File: src/verilog/eer_pkg.sv
package eer_pkg;
  // ==========================================================
  // Widths
  localparam int PRIO_W = 8;
  localparam int FW_W   = 6;

  // ==========================================================
  // Register offsets and fields
  localparam logic [7:0] REG_CTRL   = 8'h00;
  localparam logic [7:0] REG_MASK   = 8'h04;
  localparam logic [7:0] REG_STATUS = 8'h08;
  localparam logic [7:0] REG_PEND   = 8'h0c;
  localparam logic [7:0] REG_ACTIVE = 8'h10;
  localparam int CTRL_SPLIT_LSB   = 0;
  localparam int CTRL_SPLIT_W     = 3;
  localparam int MASK_LEVEL_LSB   = 0;
  localparam int MASK_EN_BIT      = 8;
  localparam int STAT_HANDLER_BIT = 5;
  localparam int STAT_RUNIDX_LSB  = 8;
  localparam logic [2:0]        CTRL_SPLIT_RESET = 3'h0;
  localparam logic [PRIO_W-1:0] MASK_LEVEL_RESET = 8'h00;
  localparam logic              MASK_EN_RESET    = 1'b0;

  // ==========================================================
  // Exception return token layout
  localparam logic [7:0]  TOKEN_PREFIX = 8'hff;
  localparam logic [16:0] TOKEN_FILL   = 17'h1ffff;
  localparam logic [1:0]  TOKEN_LOW    = 2'h0;

  // ==========================================================
  // Stack frame sizes and return address slot in words, first IRQ vector number
  localparam logic [FW_W-1:0] FRAME_BASE_WORDS = 6'h08;
  localparam logic [FW_W-1:0] FRAME_SEC_WORDS  = 6'h0a;
  localparam logic [FW_W-1:0] FRAME_FP_WORDS   = 6'h12;
  localparam logic [FW_W-1:0] FRAME_FPX_WORDS  = 6'h10;
  localparam logic [FW_W-1:0] RET_ADDR_WORD    = 6'h06;
  localparam int VEC_FIRST_IRQ = 16;

  // ==========================================================
  // Sequencer states and program counter write kinds
  typedef enum logic [4:0] {
    S_RUN   = 5'b00001,
    S_STACK = 5'b00010,
    S_VECT  = 5'b00100,
    S_START = 5'b01000,
    S_RET   = 5'b10000
  } eer_state_t;
  localparam logic [1:0] PCW_OTHER = 2'h0;
endpackage : eer_pkg

File: src/verilog/eer_arb_if.sv
interface eer_arb_if #(parameter int IW = 4);
  // Winner of one priority search
  logic             valid;
  logic [IW-1:0]    idx;
  logic [7:0]       group;
  logic [7:0]       sub;
  modport drive (output valid, output idx, output group, output sub);
  modport take  (input valid, input idx, input group, input sub);
endinterface : eer_arb_if

File: src/verilog/eer_exception_ctrl.sv
// Notes on behaviour
// RULE_01: priority splits into group and subpriority
// RULE_02: preemption by group only; equal never preempts
// RULE_03: then subpriority, then lowest number first
// RULE_04: full tie: Secure bank wins
// RULE_05: pending qualifier at return skips unstacking
// RULE_06: later higher exception during stacking takes over
// RULE_07: enter when Thread mode or outranking handler
// RULE_08: masked exceptions stay pending, not taken
// RULE_09: fresh entry pushes frame on current stack
// RULE_10: Non-secure over Secure: extra context, clear; decided at fresh entry only, kept on late arrival and tail-chain
// RULE_11: extended FP frame if Secure and flag
// RULE_12: interrupted context stack pointer used for stacking
// RULE_13: stack pointer ends at lowest frame word
// RULE_14: vector fetch parallel; handler starts after both
// RULE_15: return token written into link register
// RULE_16: on start, pending becomes active
// RULE_17: late arrival leaves earlier pending untouched
// RULE_18: pop, load or branch-exchange to token returns
// RULE_19: token top byte is all ones
// RULE_20: bit6 stack security, bit5 default stacking
// RULE_21: bit4 clear when FP space allocated
// RULE_22: bit3 mode, bit2 stack, low bits zero
// RULE_23: lower value means more urgent
// RULE_24: software sets group/subpriority split point
//
// Chosen here: strobed register access and the placing of the registers.
module eer_exception_ctrl
  import eer_pkg::*;
#(
  parameter int          N_IRQ   = 8,
  parameter int          NSRC    = 2 * N_IRQ,
  parameter int          IW      = $clog2(NSRC),
  parameter bit          HAS_FP  = 1'b1,
  parameter logic [31:0] VBASE_S = 32'h00000000,
  parameter logic [31:0] VBASE_N = 32'h00000000
)(
  input  wire logic                   clk,
  input  wire logic                   resetn,
  input  wire logic [NSRC-1:0]        irqPending,
  input  wire logic [NSRC*PRIO_W-1:0] irqPrio,
  input  wire logic                   coreSecure,
  input  wire logic                   spIsProcess,
  input  wire logic [31:0]            curSp,
  input  wire logic                   fpActive,
  input  wire logic                   fpSecureTreatmentFlag,
  input  wire logic [31:0]            returnAddr,
  input  wire logic [31:0]            stackWordData,
  input  wire logic                   memReady,
  output      logic                   memWrite,
  output      logic [31:0]            memAddr,
  output      logic [31:0]            memWdata,
  output      logic [FW_W-1:0]        stackWordIdx,
  output      logic [31:0]            newSp,
  output      logic                   vecReq,
  output      logic [31:0]            vecAddr,
  input  wire logic                   vecValid,
  input  wire logic [31:0]            vecData,
  input  wire logic                   pcWrite,
  input  wire logic [1:0]             pcWriteKind,
  input  wire logic [31:0]            pcValue,
  output      logic                   handlerStart,
  output      logic [31:0]            handlerPc,
  output      logic                   linkRegWrite,
  output      logic [31:0]            linkRegValue,
  output      logic                   clearRegs,
  output      logic                   tailChain,
  output      logic                   unstackStart,
  output      logic                   inHandlerMode,
  input  wire logic [7:0]             regAddr,
  input  wire logic [31:0]            regWdata,
  input  wire logic                   regWrite,
  input  wire logic                   regRead,
  output      logic [31:0]            regRdata
);
  // ==========================================================
  // State
  eer_state_t        stateReg;
  eer_state_t        stateNext;
  logic [2:0]        splitReg;
  logic [PRIO_W-1:0] maskLevelReg;
  logic              maskEnReg;
  logic [NSRC-1:0]   pendReg;
  logic [NSRC-1:0]   activeReg;
  logic [IW-1:0]     entryIdxReg;
  logic [PRIO_W-1:0] entryGroupReg;
  logic [FW_W-1:0]   wordCntReg;
  logic [FW_W-1:0]   frameWordsReg;
  logic [FW_W-1:0]   retWordReg;
  logic [31:0]       addrReg;
  logic [31:0]       newSpReg;
  logic              vecDoneReg;
  logic [31:0]       handlerPcReg;
  logic [31:0]       tokenReg;
  logic              secExtraReg;
  logic [31:0]       regRdataReg;

  // ==========================================================
  // Two searches: pending winner and running handler
  eer_arb_if #(.IW(IW)) arbP ();
  eer_arb_if #(.IW(IW)) arbA ();

  eer_prio_arbiter #(.N_IRQ(N_IRQ), .NSRC(NSRC), .IW(IW)) u_pend_arb (
    .req   (pendReg),
    .prio  (irqPrio),
    .split (splitReg),
    .win   (arbP)
  );

  eer_prio_arbiter #(.N_IRQ(N_IRQ), .NSRC(NSRC), .IW(IW)) u_act_arb (
    .req   (activeReg),
    .prio  (irqPrio),
    .split (splitReg),
    .win   (arbA)
  );

  // ==========================================================
  // Qualification of the pending winner
  wire logic inHandler;
  wire logic maskOk;
  wire logic preemptOk;
  wire logic qualify;
  assign inHandler = |activeReg;
  assign maskOk    = !maskEnReg || (arbP.group < maskLevelReg); // RULE_08
  assign preemptOk = !inHandler || (arbP.group < arbA.group); // RULE_02 RULE_07
  assign qualify   = arbP.valid && maskOk && preemptOk; // RULE_07

  // Return request: handler mode, a loading kind, token prefix seen
  wire logic retNow;
  wire logic takeNow;
  wire logic lateArr;
  assign retNow  = (stateReg == S_RUN) && pcWrite && inHandler && (pcWriteKind != PCW_OTHER)
                   && (pcValue[31:24] == TOKEN_PREFIX); // RULE_18 RULE_19
  assign takeNow = (stateReg == S_RUN) && !retNow && qualify;
  // Only a strictly more urgent group steals an entry in progress
  assign lateArr = (stateReg == S_STACK) && arbP.valid && maskOk
                   && (arbP.group < entryGroupReg); // RULE_06

  // ==========================================================
  // Frame shape of a fresh entry
  wire logic            tgtNonSecure;
  wire logic            secExtra;
  wire logic            fpExtended;
  wire logic [FW_W-1:0] fpWords;
  wire logic [FW_W-1:0] secWords;
  wire logic [FW_W-1:0] frameWords;
  assign tgtNonSecure = (arbP.idx >= IW'(N_IRQ));
  assign secExtra     = coreSecure && tgtNonSecure; // RULE_10
  assign fpExtended   = coreSecure && fpSecureTreatmentFlag; // RULE_11
  assign fpWords      = (HAS_FP && fpActive) ? (fpExtended ? FRAME_FP_WORDS + FRAME_FPX_WORDS
                                                           : FRAME_FP_WORDS) : '0; // RULE_11
  assign secWords     = secExtra ? FRAME_SEC_WORDS : '0;
  assign frameWords   = FRAME_BASE_WORDS + secWords + fpWords;

  // Token built from the interrupted context
  wire logic [31:0] tokenNew;
  assign tokenNew = {TOKEN_PREFIX, TOKEN_FILL, // RULE_19
                     coreSecure, 1'b1, // RULE_20
                     HAS_FP ? !fpActive : 1'b1, // RULE_21
                     !inHandler, spIsProcess, TOKEN_LOW}; // RULE_22

  // ==========================================================
  // Stacking progress; the interrupted stack pointer is the base
  wire logic stackDone;
  wire logic stackStep;
  assign stackDone = (wordCntReg == frameWordsReg);
  assign stackStep = (stateReg == S_STACK) && !stackDone && memReady; // RULE_09

  // ==========================================================
  // Next state
  always_comb
  begin
    stateNext = stateReg;
    case (stateReg)
      S_RUN:
      begin
        if (retNow)
          stateNext = S_RET;
        else if (takeNow)
          stateNext = S_STACK;
      end
      S_STACK:
      begin
        if (stackDone && vecDoneReg && !lateArr) // RULE_14
          stateNext = S_START;
      end
      S_VECT:
      begin
        if (vecDoneReg)
          stateNext = S_START;
      end
      S_START: stateNext = S_RUN;
      S_RET:
      begin
        if (qualify)
          stateNext = S_VECT; // RULE_05
        else
          stateNext = S_RUN;
      end
      default: stateNext = S_RUN;
    endcase
  end

  always_ff @(posedge clk)
  begin
    if (!resetn)
      stateReg <= S_RUN;
    else
      stateReg <= stateNext;
  end

  // ==========================================================
  // Pending and active sets; a new request wins over the clear
  wire logic [NSRC-1:0] pendClr;
  wire logic [NSRC-1:0] actSet;
  wire logic [NSRC-1:0] actClr;
  assign pendClr = (stateReg == S_START) ? (NSRC'(1) << entryIdxReg) : '0; // RULE_16
  assign actSet  = pendClr;
  assign actClr  = retNow ? (NSRC'(1) << arbA.idx) : '0;

  always_ff @(posedge clk)
  begin
    if (!resetn)
    begin
      pendReg   <= '0;
      activeReg <= '0;
    end
    else
    begin
      pendReg   <= (pendReg & ~pendClr) | irqPending; // RULE_17
      activeReg <= (activeReg | actSet) & ~actClr; // RULE_16
    end
  end

  // ==========================================================
  // Entry target; switched on late arrival or tail-chain
  wire logic newTarget;
  assign newTarget = takeNow || lateArr || ((stateReg == S_RET) && qualify);

  always_ff @(posedge clk)
  begin
    if (!resetn)
    begin
      entryIdxReg   <= '0;
      entryGroupReg <= '0;
    end
    else if (newTarget)
    begin
      entryIdxReg   <= arbP.idx; // RULE_06
      entryGroupReg <= arbP.group;
    end
  end

  // Frame capture at a fresh entry only; tail-chain keeps the old frame
  always_ff @(posedge clk)
  begin
    if (!resetn)
    begin
      frameWordsReg <= '0;
      retWordReg    <= '0;
      newSpReg      <= '0;
      tokenReg      <= '0;
      secExtraReg   <= 1'b0;
    end
    else if (takeNow)
    begin
      frameWordsReg <= frameWords;
      retWordReg    <= secWords + RET_ADDR_WORD; // RULE_13
      newSpReg      <= curSp - {24'h0, frameWords, 2'b00}; // RULE_12 RULE_13
      tokenReg      <= tokenNew; // RULE_15
      secExtraReg   <= secExtra;
    end
  end

  // Stack word walk upward from the lowest address
  always_ff @(posedge clk)
  begin
    if (!resetn)
    begin
      wordCntReg <= '0;
      addrReg    <= '0;
    end
    else if (takeNow)
    begin
      wordCntReg <= '0;
      addrReg    <= curSp - {24'h0, frameWords, 2'b00}; // RULE_12
    end
    else if (stackStep)
    begin
      wordCntReg <= wordCntReg + 6'h01;
      addrReg    <= addrReg + 32'h4;
    end
  end

  // ==========================================================
  // Vector fetch; a late arrival restarts it for the new target
  always_ff @(posedge clk)
  begin
    if (!resetn)
    begin
      vecDoneReg   <= 1'b0;
      handlerPcReg <= '0;
    end
    else if (newTarget)
      vecDoneReg <= 1'b0; // RULE_06
    else if (vecReq && vecValid)
    begin
      vecDoneReg   <= 1'b1; // RULE_14
      handlerPcReg <= vecData;
    end
  end

  wire logic [31:0] vecNum;
  wire logic        entryNonSec;
  assign entryNonSec = (entryIdxReg >= IW'(N_IRQ));
  assign vecNum      = 32'(entryIdxReg) - (entryNonSec ? 32'(N_IRQ) : 32'h0) + 32'(VEC_FIRST_IRQ);
  assign vecAddr     = (entryNonSec ? VBASE_N : VBASE_S) + {vecNum[29:0], 2'b00};
  assign vecReq      = ((stateReg == S_STACK) || (stateReg == S_VECT)) && !vecDoneReg; // RULE_14

  // ==========================================================
  // Stack memory port; return address sits at its frame slot
  assign memWrite     = (stateReg == S_STACK) && !stackDone; // RULE_09
  assign memAddr      = addrReg;
  assign stackWordIdx = wordCntReg;
  assign memWdata     = (wordCntReg == retWordReg) ? returnAddr : stackWordData; // RULE_13
  assign newSp        = newSpReg;

  // ==========================================================
  // Core side pulses
  assign handlerStart  = (stateReg == S_START); // RULE_16
  assign linkRegWrite  = (stateReg == S_START); // RULE_15
  assign clearRegs     = (stateReg == S_START) && secExtraReg; // RULE_10
  assign tailChain     = (stateReg == S_RET) && qualify; // RULE_05
  assign unstackStart  = (stateReg == S_RET) && !qualify;
  assign handlerPc     = handlerPcReg;
  assign linkRegValue  = tokenReg;
  assign inHandlerMode = inHandler;

  // ==========================================================
  // Register bus; unmapped reads return zero
  wire logic wrCtrl;
  wire logic wrMask;
  assign wrCtrl = regWrite && (regAddr == REG_CTRL);
  assign wrMask = regWrite && (regAddr == REG_MASK);

  always_ff @(posedge clk)
  begin
    if (!resetn)
      splitReg <= CTRL_SPLIT_RESET;
    else if (wrCtrl)
      splitReg <= regWdata[CTRL_SPLIT_LSB +: CTRL_SPLIT_W]; // RULE_24
  end

  always_ff @(posedge clk)
  begin
    if (!resetn)
    begin
      maskLevelReg <= MASK_LEVEL_RESET;
      maskEnReg    <= MASK_EN_RESET;
    end
    else if (wrMask)
    begin
      maskLevelReg <= regWdata[MASK_LEVEL_LSB +: PRIO_W];
      maskEnReg    <= regWdata[MASK_EN_BIT];
    end
  end

  // Read mux; sets wider than 32 sources show only the low word
  wire logic [31:0] statusWord;
  wire logic [31:0] pendWord;
  wire logic [31:0] activeWord;
  wire logic [31:0] readMux;
  assign statusWord = 32'(stateReg) | (32'(inHandler) << STAT_HANDLER_BIT)
                      | (32'(arbA.idx) << STAT_RUNIDX_LSB);
  assign pendWord   = 32'(pendReg);
  assign activeWord = 32'(activeReg);
  assign readMux    = (regAddr == REG_CTRL)   ? 32'(splitReg) :
                      (regAddr == REG_MASK)   ? ((32'(maskEnReg) << MASK_EN_BIT) | 32'(maskLevelReg)) :
                      (regAddr == REG_STATUS) ? statusWord :
                      (regAddr == REG_PEND)   ? pendWord :
                      (regAddr == REG_ACTIVE) ? activeWord : 32'h0;

  always_ff @(posedge clk)
  begin
    if (!resetn)
      regRdataReg <= '0;
    else if (regRead)
      regRdataReg <= readMux;
  end
  assign regRdata = regRdataReg;
endmodule : eer_exception_ctrl

File: src/verilog/eer_prio_arbiter.sv
module eer_prio_arbiter
  import eer_pkg::*;
#(
  parameter int N_IRQ = 8,
  parameter int NSRC  = 2 * N_IRQ,
  parameter int IW    = $clog2(NSRC)
)(
  input  wire logic [NSRC-1:0]        req,
  input  wire logic [NSRC*PRIO_W-1:0] prio,
  input  wire logic [2:0]             split,
  eer_arb_if.drive                    win
);
  localparam int KW = 2 * PRIO_W + IW + 1;

  // ==========================================================
  // Field split shared by every entry
  wire logic [PRIO_W-1:0] groupMask;
  assign groupMask = 8'hff << split; // RULE_24

  logic [KW-1:0] bestKey [0:NSRC];
  logic          bestVal [0:NSRC];
  logic [IW-1:0] bestIdx [0:NSRC];

  assign bestKey[0] = '0;
  assign bestVal[0] = 1'b0;
  assign bestIdx[0] = '0;

  // ==========================================================
  // Linear scan; key order is group, sub, number, then secure first
  for (genvar i = 0; i < NSRC; i++)
  begin : g_scan
    wire logic [PRIO_W-1:0] p;
    wire logic [KW-1:0]     key;
    wire logic              better;
    assign p   = prio[i*PRIO_W +: PRIO_W];
    assign key = {p & groupMask, p & ~groupMask, // RULE_01 RULE_03 RULE_23
                  IW'(i % N_IRQ), (i >= N_IRQ) ? 1'b1 : 1'b0}; // RULE_04
    assign better = req[i] && (!bestVal[i] || key < bestKey[i]);
    assign bestKey[i+1] = better ? key : bestKey[i];
    assign bestVal[i+1] = better | bestVal[i];
    assign bestIdx[i+1] = better ? IW'(i) : bestIdx[i];
  end

  assign win.valid = bestVal[NSRC];
  assign win.idx   = bestIdx[NSRC];
  assign win.group = bestKey[NSRC][KW-1 -: PRIO_W];
  assign win.sub   = bestKey[NSRC][KW-1-PRIO_W -: PRIO_W];
endmodule : eer_prio_arbiter
File: config.mk
export PLATFORM = sky130hd
export DESIGN_NAME = eer_exception_ctrl
export DESIGN_NICKNAME = d
export VERILOG_FILES = /design/src/verilog/eer_pkg.sv /design/src/verilog/eer_arb_if.sv /design/src/verilog/eer_exception_ctrl.sv /design/src/verilog/eer_prio_arbiter.sv
export SDC_FILE = /design/constraint.sdc
export NUM_CORES = 2
export LEC_CHECK = 0
export ABC_CLOCK_PERIOD_IN_PS = 67000
export BUFFER_PORTS_ARGS = -buffer_cell sky130_fd_sc_hd__buf_2
export CAP_MARGIN = 40
export CORE_MARGIN = 2
export CORE_UTILIZATION = 63
export DETAILED_ROUTE_END_ITERATION = 16
export PLACE_DENSITY = 0.89
export SYNTH_ARGS = -nofsm -noshare
export SYNTH_HDL_FRONTEND = slang
export SYNTH_HIERARCHICAL = 1
export SYNTH_SLANG_ARGS = --single-unit
File: constraint.sdc
create_clock -name clk -period 67 [get_ports clk]
set_input_delay 6.7 -clock clk [delete_from_list [all_inputs] [get_ports clk]]
set_output_delay 6.7 -clock clk [all_outputs]
set_load 0.02 [all_outputs]
[After elaboration in Yosys (flattened, before gate mapping)]
Index checks and enable logic that the tools add are counted.
Storage, ports and cells
  flip-flop bits (word level): 215
  word-level logic and storage cells: 369
  output and inout bits: 238
Cells by class
  equality and inequality tests: 15
  reductions and logical operators: 135
  mux-type cells: 82
  $lt $le $gt $ge: 35
  add/sub/neg operators: 8
  shift-type cells: 3
  bitwise logic cells: 73
Operators by type and width (count)
  $mux 21: 32
  $lt 21x21->1: 30
  $and 8x8->8: 32
  $mux 4: 30
  $mux 16: 7
  $mux 32: 3
  $logic_and 1x1->1: 54
  $logic_not 1->1: 38
  $logic_or 1x1->1: 35
  $add 32x3->32 const B: 1
  $and 16x16->16: 2
  $not 16->16: 2
  $or 16x16->16: 2
  $shl 1x4->16 const A: 2
  $sub 32x8->32: 1
  $or 1x1->1: 29
  $lt 8x8->1: 3
  $mux 5: 4
  $pmux 5 s4: 1
  $eq 8x4->1 const B: 2
  $reduce_or 16->1: 1
  $eq 6x6->1: 2
  $mux 6: 2
  $or 6x12->12: 1
  other kinds (29): 35

[Logic depth before layout (Yosys ltp)]
  depth after elaboration: 73
  mapped depth: 214
  gate-level depth less buffers: 183

[By module]
Netlist, hierarchy kept.
Modules (own cells, without submodules)
  eer_prio_arbiter at u_pend_arb: instances 1, cells an instance 1640, sequential area each 0.0 um^2, area an instance 11118.2 um^2
  eer_prio_arbiter at u_act_arb: instances 1, cells an instance 1569, sequential area each 0.0 um^2, area an instance 10720.3 um^2
  eer_exception_ctrl: instances 1, cells an instance 1224, sequential area each 3823.7 um^2, area an instance 10116.0 um^2

[Worst setup path after synthesis]
Ideal clock, no wire load.
  path type: in2out
  start: input port irqPrio[0]
  end: output port tailChain
  path buffers: 26
  data arrival time: 43094 ps
  stages on the path: 188
  data required time: 60300 ps
  path slack: 17206 ps
  cells stage by stage: nand2_1 > nor2_1 > inv_1 > ha_1 > a211oi_1 > o21ai_0 > a221o_1 > o21ai_1 > and2_1 > buf_2 > mux2_2 > ha_1 > nand3_1 > a21oi_1 > o41ai_1 > nand2_1 > a31oi_1 > buf_2 > [... 152 more ...] > o21ai_0 > nand2b_1 > a21oi_1 > nor2b_1 > o21ai_0 > nand2_1 > a31oi_1 > buf_4 > buf_6 > mux2i_1 > inv_1 > ha_1 > or4_1 > a21oi_1 > o31ai_1 > a21boi_0 > nand2_1 > inv_1
RTL lines
  from (decl): RTL line eer_exception_ctrl.sv:41  | input wire logic [NSRC*PRIO_W-1:0] irqPrio,
  $and 8x8->8: RTL line eer_prio_arbiter.sv:36  | assign key = {p & groupMask, p & ~groupMask,
  $mux 21 *: RTL line eer_prio_arbiter.sv:39  | assign bestKey[i+1] = better ? key : bestKey[i];
  $lt 21x21->1: RTL line eer_prio_arbiter.sv:38  | assign better = req[i] && (!bestVal[i] || key < bestKey[i]);
  $logic_or 1x1->1: RTL line eer_prio_arbiter.sv:38
  $logic_and 1x1->1: RTL line eer_prio_arbiter.sv:38
  $mux 21 or $or 1x1->1 (tied branches): RTL line eer_prio_arbiter.sv:39, eer_prio_arbiter.sv:40
  $lt 21x21->1 or $logic_not 1->1 (tied branches): RTL line eer_prio_arbiter.sv:38
  $logic_or 1x1->1: RTL line eer_prio_arbiter.sv:38
  [... 51 more ...]
  $logic_or 1x1->1: RTL line eer_prio_arbiter.sv:38
  $logic_and 1x1->1: RTL line eer_prio_arbiter.sv:38
  $mux 21 *: RTL line eer_prio_arbiter.sv:39
  net arbA.group[4]: RTL line eer_arb_if.sv:5  | logic [7:0] group;
  $lt 8x8->1 *: RTL line eer_exception_ctrl.sv:125  | assign preemptOk = !inHandler || (arbP.group < arbA.group);
  $logic_or 1x1->1 *: RTL line eer_exception_ctrl.sv:125
  $logic_and 1x1->1 *: RTL line eer_exception_ctrl.sv:126  | assign qualify = arbP.valid && maskOk && preemptOk;
  $logic_and 1x1->1 *: RTL line eer_exception_ctrl.sv:333  | assign tailChain = (stateReg == S_RET) && qualify;
  to (decl): RTL line eer_exception_ctrl.sv:67  | output logic tailChain,
The timed path passes the listed nets; every way through them passes the cells marked *.

[Worst setup path after layout]
  start: input port irqPrio[11]
  end: output port tailChain
On the way
  cells in the longest elaborated chain, start to end: 66
Ends and longest elaborated chain
  $and 8x8->8: RTL line eer_prio_arbiter.sv:36
  $lt 21x21->1: RTL line eer_prio_arbiter.sv:38
  $logic_or 1x1->1: RTL line eer_prio_arbiter.sv:38
  $logic_and 1x1->1: RTL line eer_prio_arbiter.sv:38
  $mux 21 or $or 1x1->1 (tied branches): RTL line eer_prio_arbiter.sv:39, eer_prio_arbiter.sv:40
  $lt 21x21->1 or $logic_not 1->1 (tied branches): RTL line eer_prio_arbiter.sv:38
  $logic_or 1x1->1: RTL line eer_prio_arbiter.sv:38
  $logic_and 1x1->1: RTL line eer_prio_arbiter.sv:38
  [... 51 more ...]
  $logic_and 1x1->1: RTL line eer_prio_arbiter.sv:38
  $mux 21 *: RTL line eer_prio_arbiter.sv:39
  net arbP.group[1]: RTL line eer_arb_if.sv:5
  $lt 8x8->1: RTL line eer_exception_ctrl.sv:124  | assign maskOk = !maskEnReg || (arbP.group < maskLevelReg);
  $logic_or 1x1->1: RTL line eer_exception_ctrl.sv:124
  $logic_and 1x1->1: RTL line eer_exception_ctrl.sv:126
  $logic_and 1x1->1 *: RTL line eer_exception_ctrl.sv:126
  $logic_and 1x1->1 *: RTL line eer_exception_ctrl.sv:333
Marked as above.

==> results_dict.tcl <==
set metrics [dict create \
    wl_um 136300 \
    hp-class "flop to flop" \
    postLayoutCoreUtil 0.7020 \
    grt_use_met3 0.1438 \
    cpMaxStageDelayCell "nor2_1" \
    grt.total_usage 0.4946 \
    viasPerCell 6.811 \
    place_inst 5405 \
    hold_path_depth 2 \
    internal-power_mw 0.4523 \
    critPathRequiredTime_ns 60.30 \
    start_util 0.6356 \
    cts_tree "yes" \
    grt_start_max_net_pins 78 \
    cts_resized 0 \
    pwr-share-seq 0.159 \
    clockRootBuffer "clkbuf_16" \
    cts_setup_buffers 0 \
    fin_ws_ns 8.929 \
    grt_pass1_vias 33744 \
    hold_ws_ns 0.4596 \
    setup_tns_ns 0 \
    criticalPathCategory "primary input to output pin" \
    antenna_found_initial 28 \
    p_sw_frac 0.5374 \
    crit_cells 173 \
    period_share 0.8667 \
    p_total_mw 0.9777 \
    h-tree-depth 4 \
    dieWidth_um 228.5 \
    synth_area_um2 31760 \
    status "completed" \
    startpoint_type "primary input" \
    gp_congestion 1.097 \
    p_leak_nw 16.72 \
    crit_family "compound AO/OA/AOI/OAI gates" \
    layoutNonFillerInstCount 5463 \
    die_y_um 228.5 \
    place_hpwl_um 110900 \
    grt_overflow 0 \
    rsz0062_at_grt "no" \
    gr-usage-met2 0.7311 \
    p_sw_mw 0.5255 \
    detail_route.iter0.violations 5966 \
    drive_gt1_frac 0.1668 \
    max-vdd-ir-drop_mv 0.05460 \
    grt_pass1_wl_um 200300 \
    vias 37209 \
    drtPass1Iterations 6 \
    synthCells 4408 \
    period_minus_slack_ns 58.07 \
    critPathMaxFanout 34 \
    slowest_delay_ns 0.75 \
    nets 5575 \
    multiInputGateArea_um2 25750 \
    place_ws_ns 11.27 \
    drc 0 \
    end_kind "output pin" \
    maxSlewViolCount 0 \
    hold_buffers 0 \
    critPathBufInv 15 \
    rows 82 \
    crit_arrival_ns 51.37 \
    fmax_mhz 17.22 \
    placed_area_um2 34380 \
    postSynthAreaPerCell_um2 7.205 \
    portBuffers 500 \
    use_met1 0.6236 \
    worst_pin_slew_ns 0.9221 \
    cts_sinks 191 \
    final_cell_area_um2 35070 \
    ant_nets 0 \
    regArea_um2 3829 \
    cts-buffers-inserted 17 \
    drv_cap 0 \
    clk_latency_ns 0.46 \
    dieArea_um2 52220 \
    clock_skew_ns 0.01554 \
    hold_violations 0 \
    power.combinational.fraction 0.734 \
    clockBufferDepth 2 \
    wl_per_cell_um 24.95 \
    grt_busiest_layer "met2" \
    synth_warnings 6 \
    fill_cells 4375 \
    clkPwrFrac 0.107 \
    power_density_nw_per_um2 27.88 \
    slew_headroom 0.3788 \
    ff2ff_path_depth 175 \
    pin_count 595 \
    setup_viol 0 \
    core-area_um2 49970 \
    clk_pin_slew_ns 0.08 \
    syn_to_final_growth_pct 10.44 \
]
area by class of cell:
cell class                 count  area share
clock buffer                  17     0.01213
timing repair buffer         567     0.08675
antenna                       26    0.001855
multi-input combinational   3731      0.7343
inverter                     244     0.02615
tap                          672     0.02397
clock inverter                15    0.005708
sequential                   191      0.1092
power groups by stage:
| stage | Sequential, mW | Combinational (mW) | Clock, mW |
|---|---|---|---|
| 3_5_place_dp | 0.156 | 0.683 | 0 |
| 4_1_cts | 0.154 | 0.688 | 0.104 |
| 3_3_place_gp | 0.155 | 0.669 | 0 |
| 5_1_grt | 0.157 | 0.772 | 0.109 |
| 6_report | 0.155 | 0.717 | 0.105 |
| 2_1_floorplan | 0.169 | 0.484 | 0 |
cells in the final DEF, fill, tap and decap left out, types with 60 or more instances in the layout:
cell type / instances
a21oi_1: 332
o21a_1: 70
a21o_1: 146
o21ai_0: 216
mux2_2: 80
nor2b_1: 84
buf_4: 61
and3_1: 60
and2_1: 263
dfxtp_1: 189
a211oi_1: 64
buf_2: 502
nor3_1: 108
nand4_1: 70
ha_1: 466
mux2i_1: 82
inv_1: 241
nand3_1: 138
nand2_1: 432
nor2_1: 353
registers in the layout, indices dropped and copies added, names as in the netlist, 4 cells and up:
register / count
activeReg: 16
regRdata: 16
maskLevelReg: 8
memAddr: 32
frameWordsReg: 5
pendReg: 16
entryGroupReg: 8
entryIdxReg: 4
handlerPc: 32
linkRegValue: 5
stateReg: 5
newSp: 32
stackWordIdx: 6
final timing paths:
check / start / end / slack [ns]
hold / removal: linkRegValue[2] / linkRegValue[2] / 0.46
setup reg to reg: splitReg[2] / memAddr[17] / 19.16
hold reg to reg: linkRegValue[2] / linkRegValue[2] / 0.46
setup / recovery: irqPrio[11] / tailChain / 8.93
layer usage:
metal	vias up	routed length [um]
met5	-	91
met4	12	10860
met3	600	19450
met2	2876	55430
met1	17034	50500
li1	16687	-
worst register-to-register path: cells and delay by family, from the launching register on:
kind	cells	cell delay (ns)
AO/OA/AOI/OAI	83	21.49
adder cells (fa/ha/maj)	16	4.64
buffers and inverters	14	3.89
flip-flops	1	0.68
multiplexers	1	0.46
AND/OR/NAND/NOR	61	16.57
Power figures use the tool's default switching activity.
